--- config.mk ---
export PLATFORM = sky130hd
export DESIGN_NAME = stop_clk_ctrl
export DESIGN_NICKNAME = d
export VERILOG_FILES = /design/src/logic/stop_clk_pkg.sv /design/src/logic/stop_clk_ctrl.sv
export VERILOG_INCLUDE_DIRS = /design/src /design/src/logic
export SDC_FILE = /design/constraint.sdc
export NUM_CORES = 1
export LEC_CHECK = 0
export BUFFER_PORTS_ARGS = -buffer_cell sky130_fd_sc_hd__buf_2
export CORE_MARGIN = 2
export CORE_UTILIZATION = 56
export CTS_CLUSTER_SIZE = 8
export DETAILED_ROUTE_END_ITERATION = 10
export MAX_ROUTING_LAYER = met4
export PLACE_DENSITY = 0.83
export SETUP_SLACK_MARGIN = 0.3
export SYNTH_ARGS = -nofsm -noshare
export SYNTH_HDL_FRONTEND = slang
export SYNTH_SLANG_ARGS = --single-unit
--- constraint.sdc ---
create_clock -name clk -period 2.99 [get_ports clk]
set_input_delay 0.897 -clock clk [delete_from_list [all_inputs] [get_ports clk]]
set_output_delay 0.897 -clock clk [all_outputs]
set_load 0.01 [all_outputs]
--- src/logic/stop_clk_defs.svh ---
/*
 * Register offsets, field positions and reset values of the clock and
 * power control block. Assumes an 8-bit register port.
 */
`ifndef STOP_CLK_DEFS_SVH
`define STOP_CLK_DEFS_SVH
`define OFS_CLK_A 8'h00
`define OFS_CLK_B 8'h01
`define OFS_CLK_C 8'h02
`define OFS_PMODE 8'h03
`define OFS_PROT 8'h04
`define OFS_STAT 8'h05
`define BIT_WAIT_GATE 2
`define BIT_DIV8 6
`define BIT_STOP 0
`define BIT_AUX 1
`define BIT_DIV_LO 6
`define BIT_DIV_HI 7
`define BIT_DET_EN 0
`define BIT_SRC 1
`define BIT_DET_ACT 7
`define BIT_LOCK 1
`define BIT_UNLOCK 1
`define RST_CLK_A 8'h40
`define RST_ZERO 8'h00
`endif

--- src/logic/stop_clk_pkg.sv ---
/*
 * Types of the clock and power control block.
 * Assumes nothing beyond the defs header.
 */
`default_nettype none
package stop_clk_pkg;
  typedef enum logic [1:0] {st_normal, st_wait, st_stop} power_e;
  // Clock selection that the divider actually runs with
  typedef struct packed {
    logic src;
    logic div8;
    logic [1:0] div;
  } clk_cfg_s;
endpackage : stop_clk_pkg
`default_nettype wire

--- src/logic/stop_clk_ctrl.sv ---
/*
 * Stop and wait mode control, CPU clock source and divider selection,
 * clock lock and the (inert) oscillation stop detector.
 * Assumes oscillator ticks arrive on pins from outside the clk domain
 * and that wake and interrupt requests come from logic on clk.
 */
// Local design decisions: the plain strobed port and the address map.
`default_nettype none
`include "stop_clk_defs.svh"

module stop_clk_ctrl
  import stop_clk_pkg::*;
(
  input wire logic clk,
  input wire logic arst_n,
  input wire logic [7:0] addr,
  input wire logic [7:0] wdata,
  input wire logic wr,
  input wire logic rd,
  output logic [7:0] rdata,
  input wire logic main_osc_pin,
  input wire logic onchip_osc_pin,
  input wire logic wake_req,
  input wire logic periph_irq,
  input wire logic wait_exec,
  output logic cpu_clk_en,
  output logic periph_clk_en,
  output logic main_osc_on,
  output logic onchip_osc_on,
  output logic io_hold,
  output logic osc_detect_reset,
  output logic osc_detect_irq,
  output logic [1:0] power_state
);

  // Reset release through two flip-flops
  logic [1:0] rst_sync;
  logic rst_n;
  always_ff @(posedge clk or negedge arst_n) begin
    if (!arst_n) begin
      rst_sync <= 2'b00;
    end else begin
      rst_sync <= {rst_sync[0], 1'b1};
    end
  end
  assign rst_n = rst_sync[1];

  // Oscillator pins: three flops, a level counts once stages 2 and 3 agree
  logic [1:0] pin_in;
  logic [1:0] level;
  logic [1:0] tick;
  assign pin_in = {onchip_osc_pin, main_osc_pin};
  for (genvar g = 0; g < 2; g++) begin : g_pin
    logic [2:0] sync;
    logic lvl;
    always_ff @(posedge clk or negedge rst_n) begin
      if (!rst_n) begin
        sync <= 3'b000;
        lvl <= 1'b0;
      end else begin
        sync <= {sync[1:0], pin_in[g]};
        lvl <= (sync[1] == sync[2]) ? sync[2] : lvl;
      end
    end
    assign level[g] = lvl;
    assign tick[g] = (sync[1] == sync[2]) & sync[2] & ~lvl;
  end

  // Division ratio minus one, used by the divider and its checks
  function automatic logic [3:0] div_last(input clk_cfg_s c);
    if (c.div8) begin
      div_last = 4'h7;
    end else begin
      unique case (c.div)
        2'b00: div_last = 4'h0;
        2'b01: div_last = 4'h1;
        2'b10: div_last = 4'h3;
        2'b11: div_last = 4'hf;
      endcase
    end
  endfunction : div_last

  // Register state
  logic wait_gate, div8, stop_bit, aux, det_en, src, det_act;
  logic lock, unlock;
  logic [1:0] div;
  logic next_wait_gate, next_div8, next_aux, next_det_en, next_src;
  logic next_det_act, next_lock, next_unlock;
  logic [1:0] next_div;
  power_e state, next_state;
  clk_cfg_s act, next_act, req;
  logic [3:0] cnt, next_cnt;
  logic [7:0] next_rdata;
  logic sel_tick, term, stop_go, wake_any;

  assign req = '{src: src, div8: div8, div: div};
  assign sel_tick = act.src ? tick[1] : tick[0];
  assign term = sel_tick & (cnt == div_last(act));
  assign stop_go = wr & (addr == `OFS_CLK_B) & wdata[`BIT_STOP] & ~lock &
                   (state == st_normal);
  assign wake_any = wake_req | (periph_irq & ~wait_gate);

  // Register writes; the lock only ever engages, reset clears it
  always_comb begin
    next_wait_gate = wait_gate;
    next_div8 = div8;
    next_div = div;
    next_aux = aux;
    next_det_en = det_en;
    next_src = src;
    next_det_act = det_act;
    next_lock = lock;
    next_unlock = unlock;
    if (wr) begin
      unique case (addr)
        `OFS_CLK_A: begin
          if (!lock) begin
            next_wait_gate = wdata[`BIT_WAIT_GATE];
          end
          next_div8 = wdata[`BIT_DIV8];
        end
        `OFS_CLK_B: begin
          if (!lock) begin
            next_aux = wdata[`BIT_AUX];
          end
          next_div = {wdata[`BIT_DIV_HI], wdata[`BIT_DIV_LO]};
        end
        `OFS_CLK_C: begin
          if (!lock) begin
            next_det_en = wdata[`BIT_DET_EN];
          end
          next_src = wdata[`BIT_SRC];
          next_det_act = wdata[`BIT_DET_ACT];
        end
        `OFS_PMODE: begin
          if (unlock) begin
            next_lock = lock | wdata[`BIT_LOCK];
          end
        end
        `OFS_PROT: next_unlock = wdata[`BIT_UNLOCK];
        default: ;
      endcase
    end
    if (stop_go) begin
      next_div8 = 1'b1;
    end
  end

  always_ff @(posedge clk or negedge rst_n) begin
    if (!rst_n) begin
      wait_gate <= 1'b0;
      div8 <= 1'b1;
      div <= 2'b00;
      aux <= 1'b0;
      det_en <= 1'b0;
      src <= 1'b0;
      det_act <= 1'b0;
      lock <= 1'b0;
      unlock <= 1'b0;
    end else begin
      wait_gate <= next_wait_gate;
      div8 <= next_div8;
      div <= next_div;
      aux <= next_aux;
      det_en <= next_det_en;
      src <= next_src;
      det_act <= next_det_act;
      lock <= next_lock;
      unlock <= next_unlock;
    end
  end

  // Power mode; stop and wait only return to normal
  always_comb begin
    next_state = state;
    unique case (state)
      st_normal: begin
        if (stop_go) begin
          next_state = st_stop;
        end else if (wait_exec) begin
          next_state = st_wait;
        end
      end
      st_wait: if (wake_any) next_state = st_normal;
      st_stop: if (wake_req) next_state = st_normal;
      default: next_state = st_normal;
    endcase
  end

  // Divider: a new selection is taken only at the wrap or while in stop, so no short pulse
  always_comb begin
    next_cnt = cnt;
    next_act = act;
    if (state == st_stop) begin
      next_cnt = 4'h0;
      next_act = req;
    end else if (term) begin
      next_cnt = 4'h0;
      next_act = req;
    end else if (sel_tick) begin
      next_cnt = cnt + 4'h1;
    end
  end

  always_ff @(posedge clk or negedge rst_n) begin
    if (!rst_n) begin
      state <= st_normal;
      cnt <= 4'h0;
      act <= '{src: 1'b0, div8: 1'b1, div: 2'b00};
    end else begin
      state <= next_state;
      cnt <= next_cnt;
      act <= next_act;
    end
  end

  // Clock enables follow the mode; the stop bit reads back as the mode
  assign stop_bit = (state == st_stop);
  assign cpu_clk_en = term & (state == st_normal);
  assign periph_clk_en = sel_tick & ~stop_bit &
                         ~((state == st_wait) & wait_gate);
  assign main_osc_on = ~stop_bit;
  assign onchip_osc_on = ~stop_bit;
  assign io_hold = stop_bit;
  assign power_state = state;
  // Detector is not built here, so both its outputs stay low even with det_en set
  assign osc_detect_reset = 1'b0;
  assign osc_detect_irq = 1'b0;

  // Read data stand only in the cycle after the strobe
  always_comb begin
    next_rdata = 8'h00;
    if (rd) begin
      unique case (addr)
        `OFS_CLK_A: begin
          next_rdata[`BIT_WAIT_GATE] = wait_gate;
          next_rdata[`BIT_DIV8] = div8;
        end
        `OFS_CLK_B: begin
          next_rdata[`BIT_STOP] = stop_bit;
          next_rdata[`BIT_AUX] = aux;
          next_rdata[`BIT_DIV_LO] = div[0];
          next_rdata[`BIT_DIV_HI] = div[1];
        end
        `OFS_CLK_C: begin
          next_rdata[`BIT_DET_EN] = det_en;
          next_rdata[`BIT_SRC] = src;
          next_rdata[`BIT_DET_ACT] = det_act;
        end
        `OFS_PMODE: next_rdata[`BIT_LOCK] = lock;
        `OFS_PROT: next_rdata[`BIT_UNLOCK] = unlock;
        `OFS_STAT: next_rdata = {3'b000, level, act.src, state};
        default: ;
      endcase
    end
  end

  always_ff @(posedge clk or negedge rst_n) begin
    if (!rst_n) begin
      rdata <= 8'h00;
    end else begin
      rdata <= next_rdata;
    end
  end
endmodule : stop_clk_ctrl
`default_nettype wire

## Yosys cells after proc, flatten, opt, wreduce, memory -nomap -nowiden

Index checks and enable logic that the tools add are counted.

| cells by class | value |
|---|---|
| muxes and demuxes | 23 |
| add/sub/neg operators | 1 |
| bitwise operators | 22 |
| reductions and logical operators | 16 |
| eq/ne operators | 16 |

Operator list:

| kind | count |
|---|---|
| 2-to-1 mux 4 bit | 6 |
| equality test 8 x 2 -> 1 bit (second input constant) | 2 |
| equality test 8 x 3 -> 1 bit (second input constant) | 2 |
| case mux 4 bit (4 select lines) | 1 |
| AND reduction 3 bit | 5 |
| AND 1 bit | 14 |
| 2-to-1 mux 2 bit | 5 |
| equality test 8 x 1 -> 1 bit (second input constant) | 1 |
| zero test 8 bit | 1 |
| 2-to-1 mux 8 bit | 1 |
| AND reduction 2 bit | 4 |
| equality test 2 bit (second input constant) | 3 |
| inverter 1 bit | 6 |
| case mux 1 bit (2 select lines) | 3 |
| case mux 2 bit (3 select lines) | 1 |
| nonzero test 2 bit | 3 |
| case mux 1 bit (5 select lines) | 1 |
| adder 4 x 1 -> 4 bit (second input constant) | 1 |
| equality test 2 x 1 -> 1 bit (second input constant) | 2 |
| equality test 4 bit | 1 |
| zero test 2 bit | 2 |
| 2-to-1 mux 1 bit | 4 |
| != test 2 bit (second input constant) | 2 |
| != test 3 bit (second input constant) | 1 |
| 4 further kinds | 6 |

| storage, ports and cells | value |
|---|---|
| word-level logic and storage cells | 98 |
| register bits after elaboration | 38 |
| output and inout port bits | 17 |

## Depth between registers and ports, before layout

Gate-level depths: netlist of the first run.

| logic depth | value |
|---|---|
| depth in word-level cells | 7 |
| mapped depth | 6 |
| depth with buffers taken out | 6 |

## Worst setup path before layout of the first run

OpenSTA, ideal clock, no wires.

| timing path | value |
|---|---|
| path kind | flip-flop to output port |
| from | register act[1] in the netlist's numbering |
| to | output port cpu_clk_en |
| slack | 0.639 ns |
| path buffers | 0 |
| arrival | 1.454 ns |
| data required time | 2.093 ns |
| cell stages (with the launch flop) | 5 |
| path through | dfrtp_1 -> or4_1 -> o21ai_1 -> and2_1 -> and3_1 |

| between the ends | value |
|---|---|
| word-level cells in the longest chain between the ends | 6 |
| elaborated cells on any way between the ends | 9 |

RTL lines:

| what | line | text |
|---|---|---|
| start, declared | stop_clk_ctrl.sv:91 | `clk_cfg_s act, next_act, req;` |
| start signal, assigned | stop_clk_ctrl.sv:209 | `act <= '{src: 1'b0, div8: 1'b1, div: 2'b00};` |
| start signal, assigned | stop_clk_ctrl.sv:213 | `act <= next_act;` |
| equality test 2 bit (tied with other cells) | stop_clk_ctrl.sv:74 | `unique case (c.div)` |
| case mux 4 bit (4 select lines) (*) | stop_clk_ctrl.sv:74 |  |
| 2-to-1 mux 4 bit (*) | stop_clk_ctrl.sv:71 | `if (c.div8) begin` |
| equality test 4 bit (*) | stop_clk_ctrl.sv:98 | `assign term = sel_tick & (cnt == div_last(act));` |
| AND 1 bit (*) | stop_clk_ctrl.sv:98 |  |
| AND 1 bit (*) | stop_clk_ctrl.sv:219 | `assign cpu_clk_en = term & (state == st_normal);` |
| end, declared | stop_clk_ctrl.sv:26 | `output logic cpu_clk_en,` |

Every way passes the cells marked *; elsewhere a longest branch is shown, timed or not.

## Worst setup path in the final report of the first run

| timing path | value |
|---|---|
| from | register act[2] in the netlist's numbering |
| to | output port cpu_clk_en |

| between the ends | value |
|---|---|
| word-level cells in the longest chain between the ends | 4 |

RTL lines:

| what | line |
|---|---|
| 2-to-1 mux 4 bit | stop_clk_ctrl.sv:71 |
| equality test 4 bit | stop_clk_ctrl.sv:98 |
| AND 1 bit | stop_clk_ctrl.sv:98 |
| AND 1 bit | stop_clk_ctrl.sv:219 |

No other way between the ends.

==> impl_metrics.env, run 1 <==
export IMPL_critPathKind="reg2out"
export IMPL_clockBufferDepth=2
export IMPL_drc=0
export IMPL_endpoint="cpu_clk_en"
export IMPL_drt_antenna_violating_nets=0
export IMPL_final_hold_viol_count=0
export IMPL_grt_pass1_vias=1302
export IMPL_power_frac_clock_pct=32.0
export IMPL_rsz0062_at_grt="yes"
export IMPL_dieArea_mm2=0.00357
export IMPL_synthFlopType="dfrtp_1"
export IMPL_post_dp_hpwl_um=2600
export IMPL_portBuffers=35
export IMPL_fp_dieW_um=59.8
export IMPL_clk_pin_slew_worst_paths_ns=0.12
export IMPL_die_h_um=59.8
export IMPL_crit_fanout=7
export IMPL_drt_wirelength_per_cell_um=16.7
export IMPL_cp_num_cells=6
export IMPL_regArea_um2=931
export IMPL_start_util_pct=58.0
export IMPL_io_pins=42
export IMPL_cts_tree="yes"
export IMPL_drv_cap=0
export IMPL_grt_pass1_wl_um=6020
export IMPL_critPathLaunchType="flop"
export IMPL_finClkSkew_ns=0.00942
export IMPL_synth_distinct_cells=45
export IMPL_slew_headroom_pct=64.3
export IMPL_min_period_ns=2.82
export IMPL_final_nets=220
export IMPL_finalWirelength_um=3770
export IMPL_final_setup_tns_ns=0
export IMPL_first_pass_iters=4
export IMPL_num_rows=20
export IMPL_crit_path_top_delay_cell="dfstp_2"
export IMPL_combPwrFrac_pct=17.1
export IMPL_layoutNonFillerInstCount=226
export IMPL_async_flop_share_pct=100
export IMPL_dpl_cell_count=212
export IMPL_max_slew_worst_pin_slew_ns=0.533
export IMPL_drive_above_1_share_pct=45.1
export IMPL_cts_sinks=37
export IMPL_synth_edf_count=0
export IMPL_utilization_pct=71.8
export IMPL_layout_common_cells="34 x buf_2, 33 x dfrtp_1, 16 x mux2_2"
export IMPL_grtUsageTotal_pct=23.6
export IMPL_crit_path_start="act[2]$_DFFE_PN1P_"
export IMPL_syn_area_mm2=0.00174
export IMPL_root_buffer="clkbuf_4"
export IMPL_hold_buffers=0
export IMPL_place_congestion=0.878
export IMPL_r2r_start="act[2]$_DFFE_PN1P_"
export IMPL_power_density_mw_per_mm2=533
export IMPL_antenna_found_initial=0
export IMPL_vdd_ir_drop_max_mv=0.326
export IMPL_crit_chain="nor4b_4, o41ai_4, o21ai_4, and2_4, and3_4, buf_6"
export IMPL_cp_arrival_ns=1.92
export IMPL_diodes=0
export IMPL_fill_cells=224
export IMPL_overflow=0
export IMPL_whs_ns=0.271
export IMPL_fin_crit_sh_pct=94.2
export IMPL_rr_endpoint="act[1]$_DFFE_PN0P_"
export IMPL_p_leak_nw=1.03
export IMPL_switchingPower_mw=0.310
export IMPL_crit_family="flip-flops"
export IMPL_drt_iter0_markers=40
export IMPL_end_kind="output port"
export IMPL_status="complete, no violations"
export IMPL_viasPerCell=5.97
export IMPL_crit_required_ns=2.09
export IMPL_sw_frac_of_total_pct=27.0
export IMPL_syn_avg_cell_area_um2=11.8
export IMPL_cts_inserted_buffers=5
export IMPL_multiInputGateArea_um2=850
export IMPL_finalSetupViolCount=0
export IMPL_htreeDepth=2
export IMPL_path_buf_inv=1
export IMPL_seq_power_share_pct=50.9
export IMPL_max_freq_ghz=0.355
export IMPL_core_mm2=0.00300
export IMPL_syn_inst=147
export IMPL_final_common_cell="buf_2"
export IMPL_seq_area_frac_synth_pct=53.3
export IMPL_ys_ff_latch=37
export IMPL_p_int_mw=0.839
export IMPL_r2r_cells=7
export IMPL_hp_class="reg2async"
export IMPL_slowest_delay_ns=0.65
export IMPL_vias=1350
export IMPL_yosys_warnings=0
export IMPL_grt_start_max_net_pins=36
export IMPL_r2r_slack_ns=0.78
export IMPL_clock_latency_ns=0.34
export IMPL_slew_violations=0
export IMPL_syn_to_final_growth_pct=23.9
==> synthesized netlist by cell type, types with 2 or more instances <==
cell	number	share of area (%)
nor4b_1	2	1.0
a22oi_1	3	1.3
a21oi_1	5	1.4
dfstp_2	2	3.0
and4_1	2	1.0
nor2_1	5	1.1
buf_4	4	1.7
nand3_1	4	1.2
or3_1	3	1.1
conb_1	2	0.43
dfrtp_1	35	50
a211oi_1	2	0.86
o21ai_0	6	1.7
and3_1	5	1.8
and2_1	3	1.1
o21ai_1	2	0.58
mux2_2	16	10
nand2_1	7	1.5
inv_1	3	0.65
nor2b_1	8	2.9
nor2_2	2	0.72
ha_1	3	2.2
==> area by class of cell <==
class                           count  share of cell area [%]
Timing Repair Buffer               42                    10.9
Inverter                            3                   0.522
Tap cell                           33                    1.92
Multi-Input combinational cell    103                    39.4
Clock inverter                      2                    1.74
Clock buffer                        6                    2.38
Sequential cell                    37                    43.2
==> worst min-delay path by stage <==
stage / to / from / cells after the start
6_report: cnt[3]$_DFFE_PN0P_ / rst_sync[1]$_DFF_PN0_ / 1
5_1_grt: rst_sync[1]$_DFF_PN0_ / arst_n / 1
4_1_cts: rst_sync[0]$_DFF_PN0_ / arst_n / 1
3_5_place_dp: g_pin[0].sync[1]$_DFF_PN0_ / rst_sync[1]$_DFF_PN0_ / 1
3_3_place_gp: power_state[1]$_DFFE_PN0P_ / rst_sync[1]$_DFF_PN0_ / 1
2_1_floorplan: g_pin[0].sync[1]$_DFF_PN0_ / g_pin[0].sync[0]$_DFF_PN0_ / 0
==> power by group through the flow <==
| stage | Clock [mW] | Sequential [mW] | Combinational (mW) |
|---|---|---|---|
| final | 0.368 | 0.584 | 0.196 |
| after CTS | 0.374 | 0.578 | 0.166 |
| after floorplan | 0 | 0.580 | 0.0950 |
| after global placement | 0 | 0.581 | 0.136 |
| after detailed placement | 0 | 0.585 | 0.143 |
| after global routing | 0.398 | 0.590 | 0.217 |
==> metrics by stage <==
step                cell area (um^2)  worst slack [ns]  power (mW)
CTS                             2070             0.192        1.12
global placement                1930             0.467       0.717
finish                          2160             0.174        1.15
floorplan                       1750             0.639       0.675
detailed placement              1930             0.429       0.728
global route                    2160            0.0887        1.21
==> metal layers <==
metal  global-route usage, %  part of all wire, %
met5                       -                    0
met1                    29.1                   41
met4                    11.4                  2.5
met3                    6.49                  5.4
met2                    36.0                   51
==> kinds of logic after synthesis <==
kind of cell             count (synthesis)  share of synthesized area (%)
AO/OA/AOI/OAI                           27                           10.6
adder cells (fa/ha/maj)                  3                           2.16
buffers and inverters                    9                           2.80
flip-flops                              37                           53.3
multiplexers                            17                           10.9
other                                    2                          0.432
AND/OR/NAND/NOR                         52                           19.7
==> state kept, by name (all words and copies together) (netlist names), 2 cells and up <==
register / cells
rdata: 7
cnt: 4
g_pin.lvl: 2
power_state: 2
act: 4
g_pin.sync: 6
div: 2
rst_sync: 2
==> worst reg2reg max path, delay by kind of cell, from the launching register on <==
kind,cells,cell delay (ns)
DFF,1,0.65
AOI/OAI and AO/OA,3,0.72
buffers and inverters,2,0.26
muxes,1,0.38
and+or+nand+nor,1,0.08
==> what timing repair did <==
action                     CTS  global route
gates resized for setup      6            10
pin swaps                    4             6
setup endpoints to repair    1             2
setup buffers                3             3
Power figures use the tool's default switching activity.
==> run 2: changes to the inputs <==
--- a/config.mk
+++ b/config.mk
@@ -12,7 +12,7 @@
 export CTS_CLUSTER_SIZE = 8
 export DETAILED_ROUTE_END_ITERATION = 10
 export MAX_ROUTING_LAYER = met4
-export PLACE_DENSITY = 0.83
+export PLACE_DENSITY = 0.85
 export SETUP_SLACK_MARGIN = 0.3
 export SYNTH_ARGS = -nofsm -noshare
 export SYNTH_HDL_FRONTEND = slang
==> constraint.sdc (replaced) <==
create_clock -name clk -period 2.99 [get_ports clk]
set_input_delay 0.1495 -clock clk [delete_from_list [all_inputs] [get_ports clk]]
set_output_delay 0.1495 -clock clk [all_outputs]
set_load 0.01 [all_outputs]
==> run 2 against run 1 <==
Net effect: count of clock-buffer cells in the layout is 2 higher; register-to-register slack improved by 0.30 ns; first-iteration DRC count grew 95%; design area decreased by 6.6%; sequential share of layout area up 2.9 points; clock skew up 0.0018 ns; clock power is 34% lower; hold slack worse by 0.22 ns; via count fell by 3.8%; global-route usage increased by 0.061 points; combinational power is 26% lower; power down 16%; largest cell class unchanged; highest routed layer unchanged.
==> impl_metrics.env, run 2 (same netlist as run 1, synthesis figures left out) <==
export IMPL_cts_tree="yes"
export IMPL_routed_top_layer="met4"
export IMPL_utilization_pct=67.0
export IMPL_clockBufferDepth=2
export IMPL_fin_crit_sh_pct=72.9
export IMPL_status="complete, no violations"
export IMPL_post_cts_setup_buffer_count=0
export IMPL_syn_to_final_growth_pct=15.7
export IMPL_drive_above_1_share_pct=35.3
export IMPL_p_leak_nw=0.976
export IMPL_finClkSkew_ns=0.0113
export IMPL_overflow=0
export IMPL_clock_latency_ns=0.34
export IMPL_grt_pass1_wl_um=5970
export IMPL_io_pins=42
export IMPL_r2r_slack_ns=1.08
export IMPL_viasPerCell=5.83
export IMPL_critPathLaunchType="flop"
export IMPL_wl_met3_um=147
export IMPL_final_nets=217
export IMPL_diodes=0
export IMPL_drt_iter0_markers=78
export IMPL_end_kind="output port"
export IMPL_r2r_start="act[2]$_DFFE_PN1P_"
export IMPL_finalSetupViolCount=0
export IMPL_num_rows=20
export IMPL_crit_required_ns=2.84
export IMPL_vdd_ir_drop_max_mv=0.309
export IMPL_dr_wl_met2_um=1890
export IMPL_start_util_pct=58.0
export IMPL_layoutNonFillerInstCount=223
export IMPL_die_h_um=59.8
export IMPL_r2r_cells=5
export IMPL_drt_wirelength_per_cell_um=16.0
export IMPL_largest_reg_flops=7
export IMPL_max_freq_ghz=0.459
export IMPL_min_period_ns=2.18
export IMPL_power_density_mw_per_mm2=480
export IMPL_power_total_mw=0.966
export IMPL_cts_resized=0
export IMPL_core_mm2=0.00300
export IMPL_antenna_found_initial=0
export IMPL_first_pass_iters=4
export IMPL_fill_cells=234
export IMPL_drt_antenna_violating_nets=0
export IMPL_crit_fanout=7
export IMPL_cts_sinks=37
export IMPL_crit_path_start="act[1]$_DFFE_PN0P_"
export IMPL_root_buffer="clkbuf_4"
export IMPL_rr_endpoint="act[3]$_DFFE_PN0P_"
export IMPL_regArea_um2=928
export IMPL_rsz0062_at_grt="no"
export IMPL_finalWirelength_um=3580
export IMPL_hold_buffers=3
export IMPL_m1WireLength_um=1440
export IMPL_place_congestion=0.830
export IMPL_grtUsageTotal_pct=23.7
export IMPL_fp_dieW_um=59.8
export IMPL_cp_arrival_ns=2.03
export IMPL_dieArea_mm2=0.00357
export IMPL_multiInputGateArea_um2=771
export IMPL_clk_pin_slew_worst_paths_ns=0.11
export IMPL_slew_violations=0
export IMPL_drc=0
export IMPL_layout_common_cells="35 x dfrtp_1, 35 x buf_2, 16 x mux2_2"
export IMPL_slew_headroom_pct=64.2
export IMPL_final_hold_viol_count=0
export IMPL_endpoint="cpu_clk_en"
export IMPL_drv_cap=0
export IMPL_grt_start_max_net_pins=36
export IMPL_htreeDepth=2
export IMPL_max_slew_worst_pin_slew_ns=0.533
export IMPL_hp_class="in2reg"
export IMPL_top_register="rdata"
export IMPL_dpl_cell_count=212
export IMPL_top_regs="rdata x7, g_pin.sync x6"
export IMPL_grt_pass1_vias=1321
export IMPL_cts_inserted_buffers=5
export IMPL_critPathKind="reg2out"
export IMPL_post_dp_hpwl_um=2680
export IMPL_final_setup_tns_ns=0
export IMPL_whs_ns=0.0487
export IMPL_portBuffers=35
export IMPL_vias=1299
[run 2: cell types whose count changed in the layout (fill, tap and decap cells not counted), sizes merged]
cell / previous run / this run
clkbuf: 6 / 8
clkinvlp: 1 / 0
dlygate4sd3: 0 / 3
buf: 42 / 36
bufinv: 1 / 0
[run 2: cell type report]
type / instances / share of cell area, %
sequential: 37 / 46.1
multi-input combinational: 103 / 38.3
timing repair buffer: 39 / 10.6
clock buffer: 8 / 2.42
tap: 33 / 2.05
inverter: 3 / 0.559
[run 2: where the power goes]
| group | internal, mW | switching (mW) |
|---|---|---|
| clock network | 0.0938 | 0.150 |
| logic | 0.0687 | 0.0774 |
| registers | 0.538 | 0.0386 |
| total | 0.700 | 0.265 |
[run 2: critical path, cell delays in order (launching register included)]
cell and delay, ns:
dfrtp_1 0.44, or4_1 0.52, o21ai_1 0.20, and2_1 0.25, and3_1 0.17, buf_2 0.12
[run 2: worst min path at each step]
stage                  start                    end  slack [ns]  depth (start not counted)
floorplan             arst_n  rst_sync[0]$_DFF_PN0_       -0.15                          0
global placement      arst_n  rst_sync[0]$_DFF_PN0_       -0.07                          1
detailed placement    arst_n  rst_sync[1]$_DFF_PN0_       -0.06                          1
CTS                 wdata[2]  wait_gate$_DFFE_PN0P_        0.04                          2
global route        wdata[2]  wait_gate$_DFFE_PN0P_        0.03                          2
finish              wdata[2]  wait_gate$_DFFE_PN0P_        0.05                          2
[run 2: layer usage]
layer  vias to the layer above  track usage [%]
li1                        619                -
met4                         0             13.3
met5                         -                -
met3                        14             4.98
met1                       628             28.8
met2                        38             36.6
[run 2: metrics by stage]
stage / setup WS, ns / instance area (um^2)
after floorplan: 1.25 / 1750
after global placement: 1.15 / 1930
after detailed placement: 1.11 / 1930
after CTS: 0.803 / 2010
after global routing: 0.664 / 2010
final: 0.811 / 2010
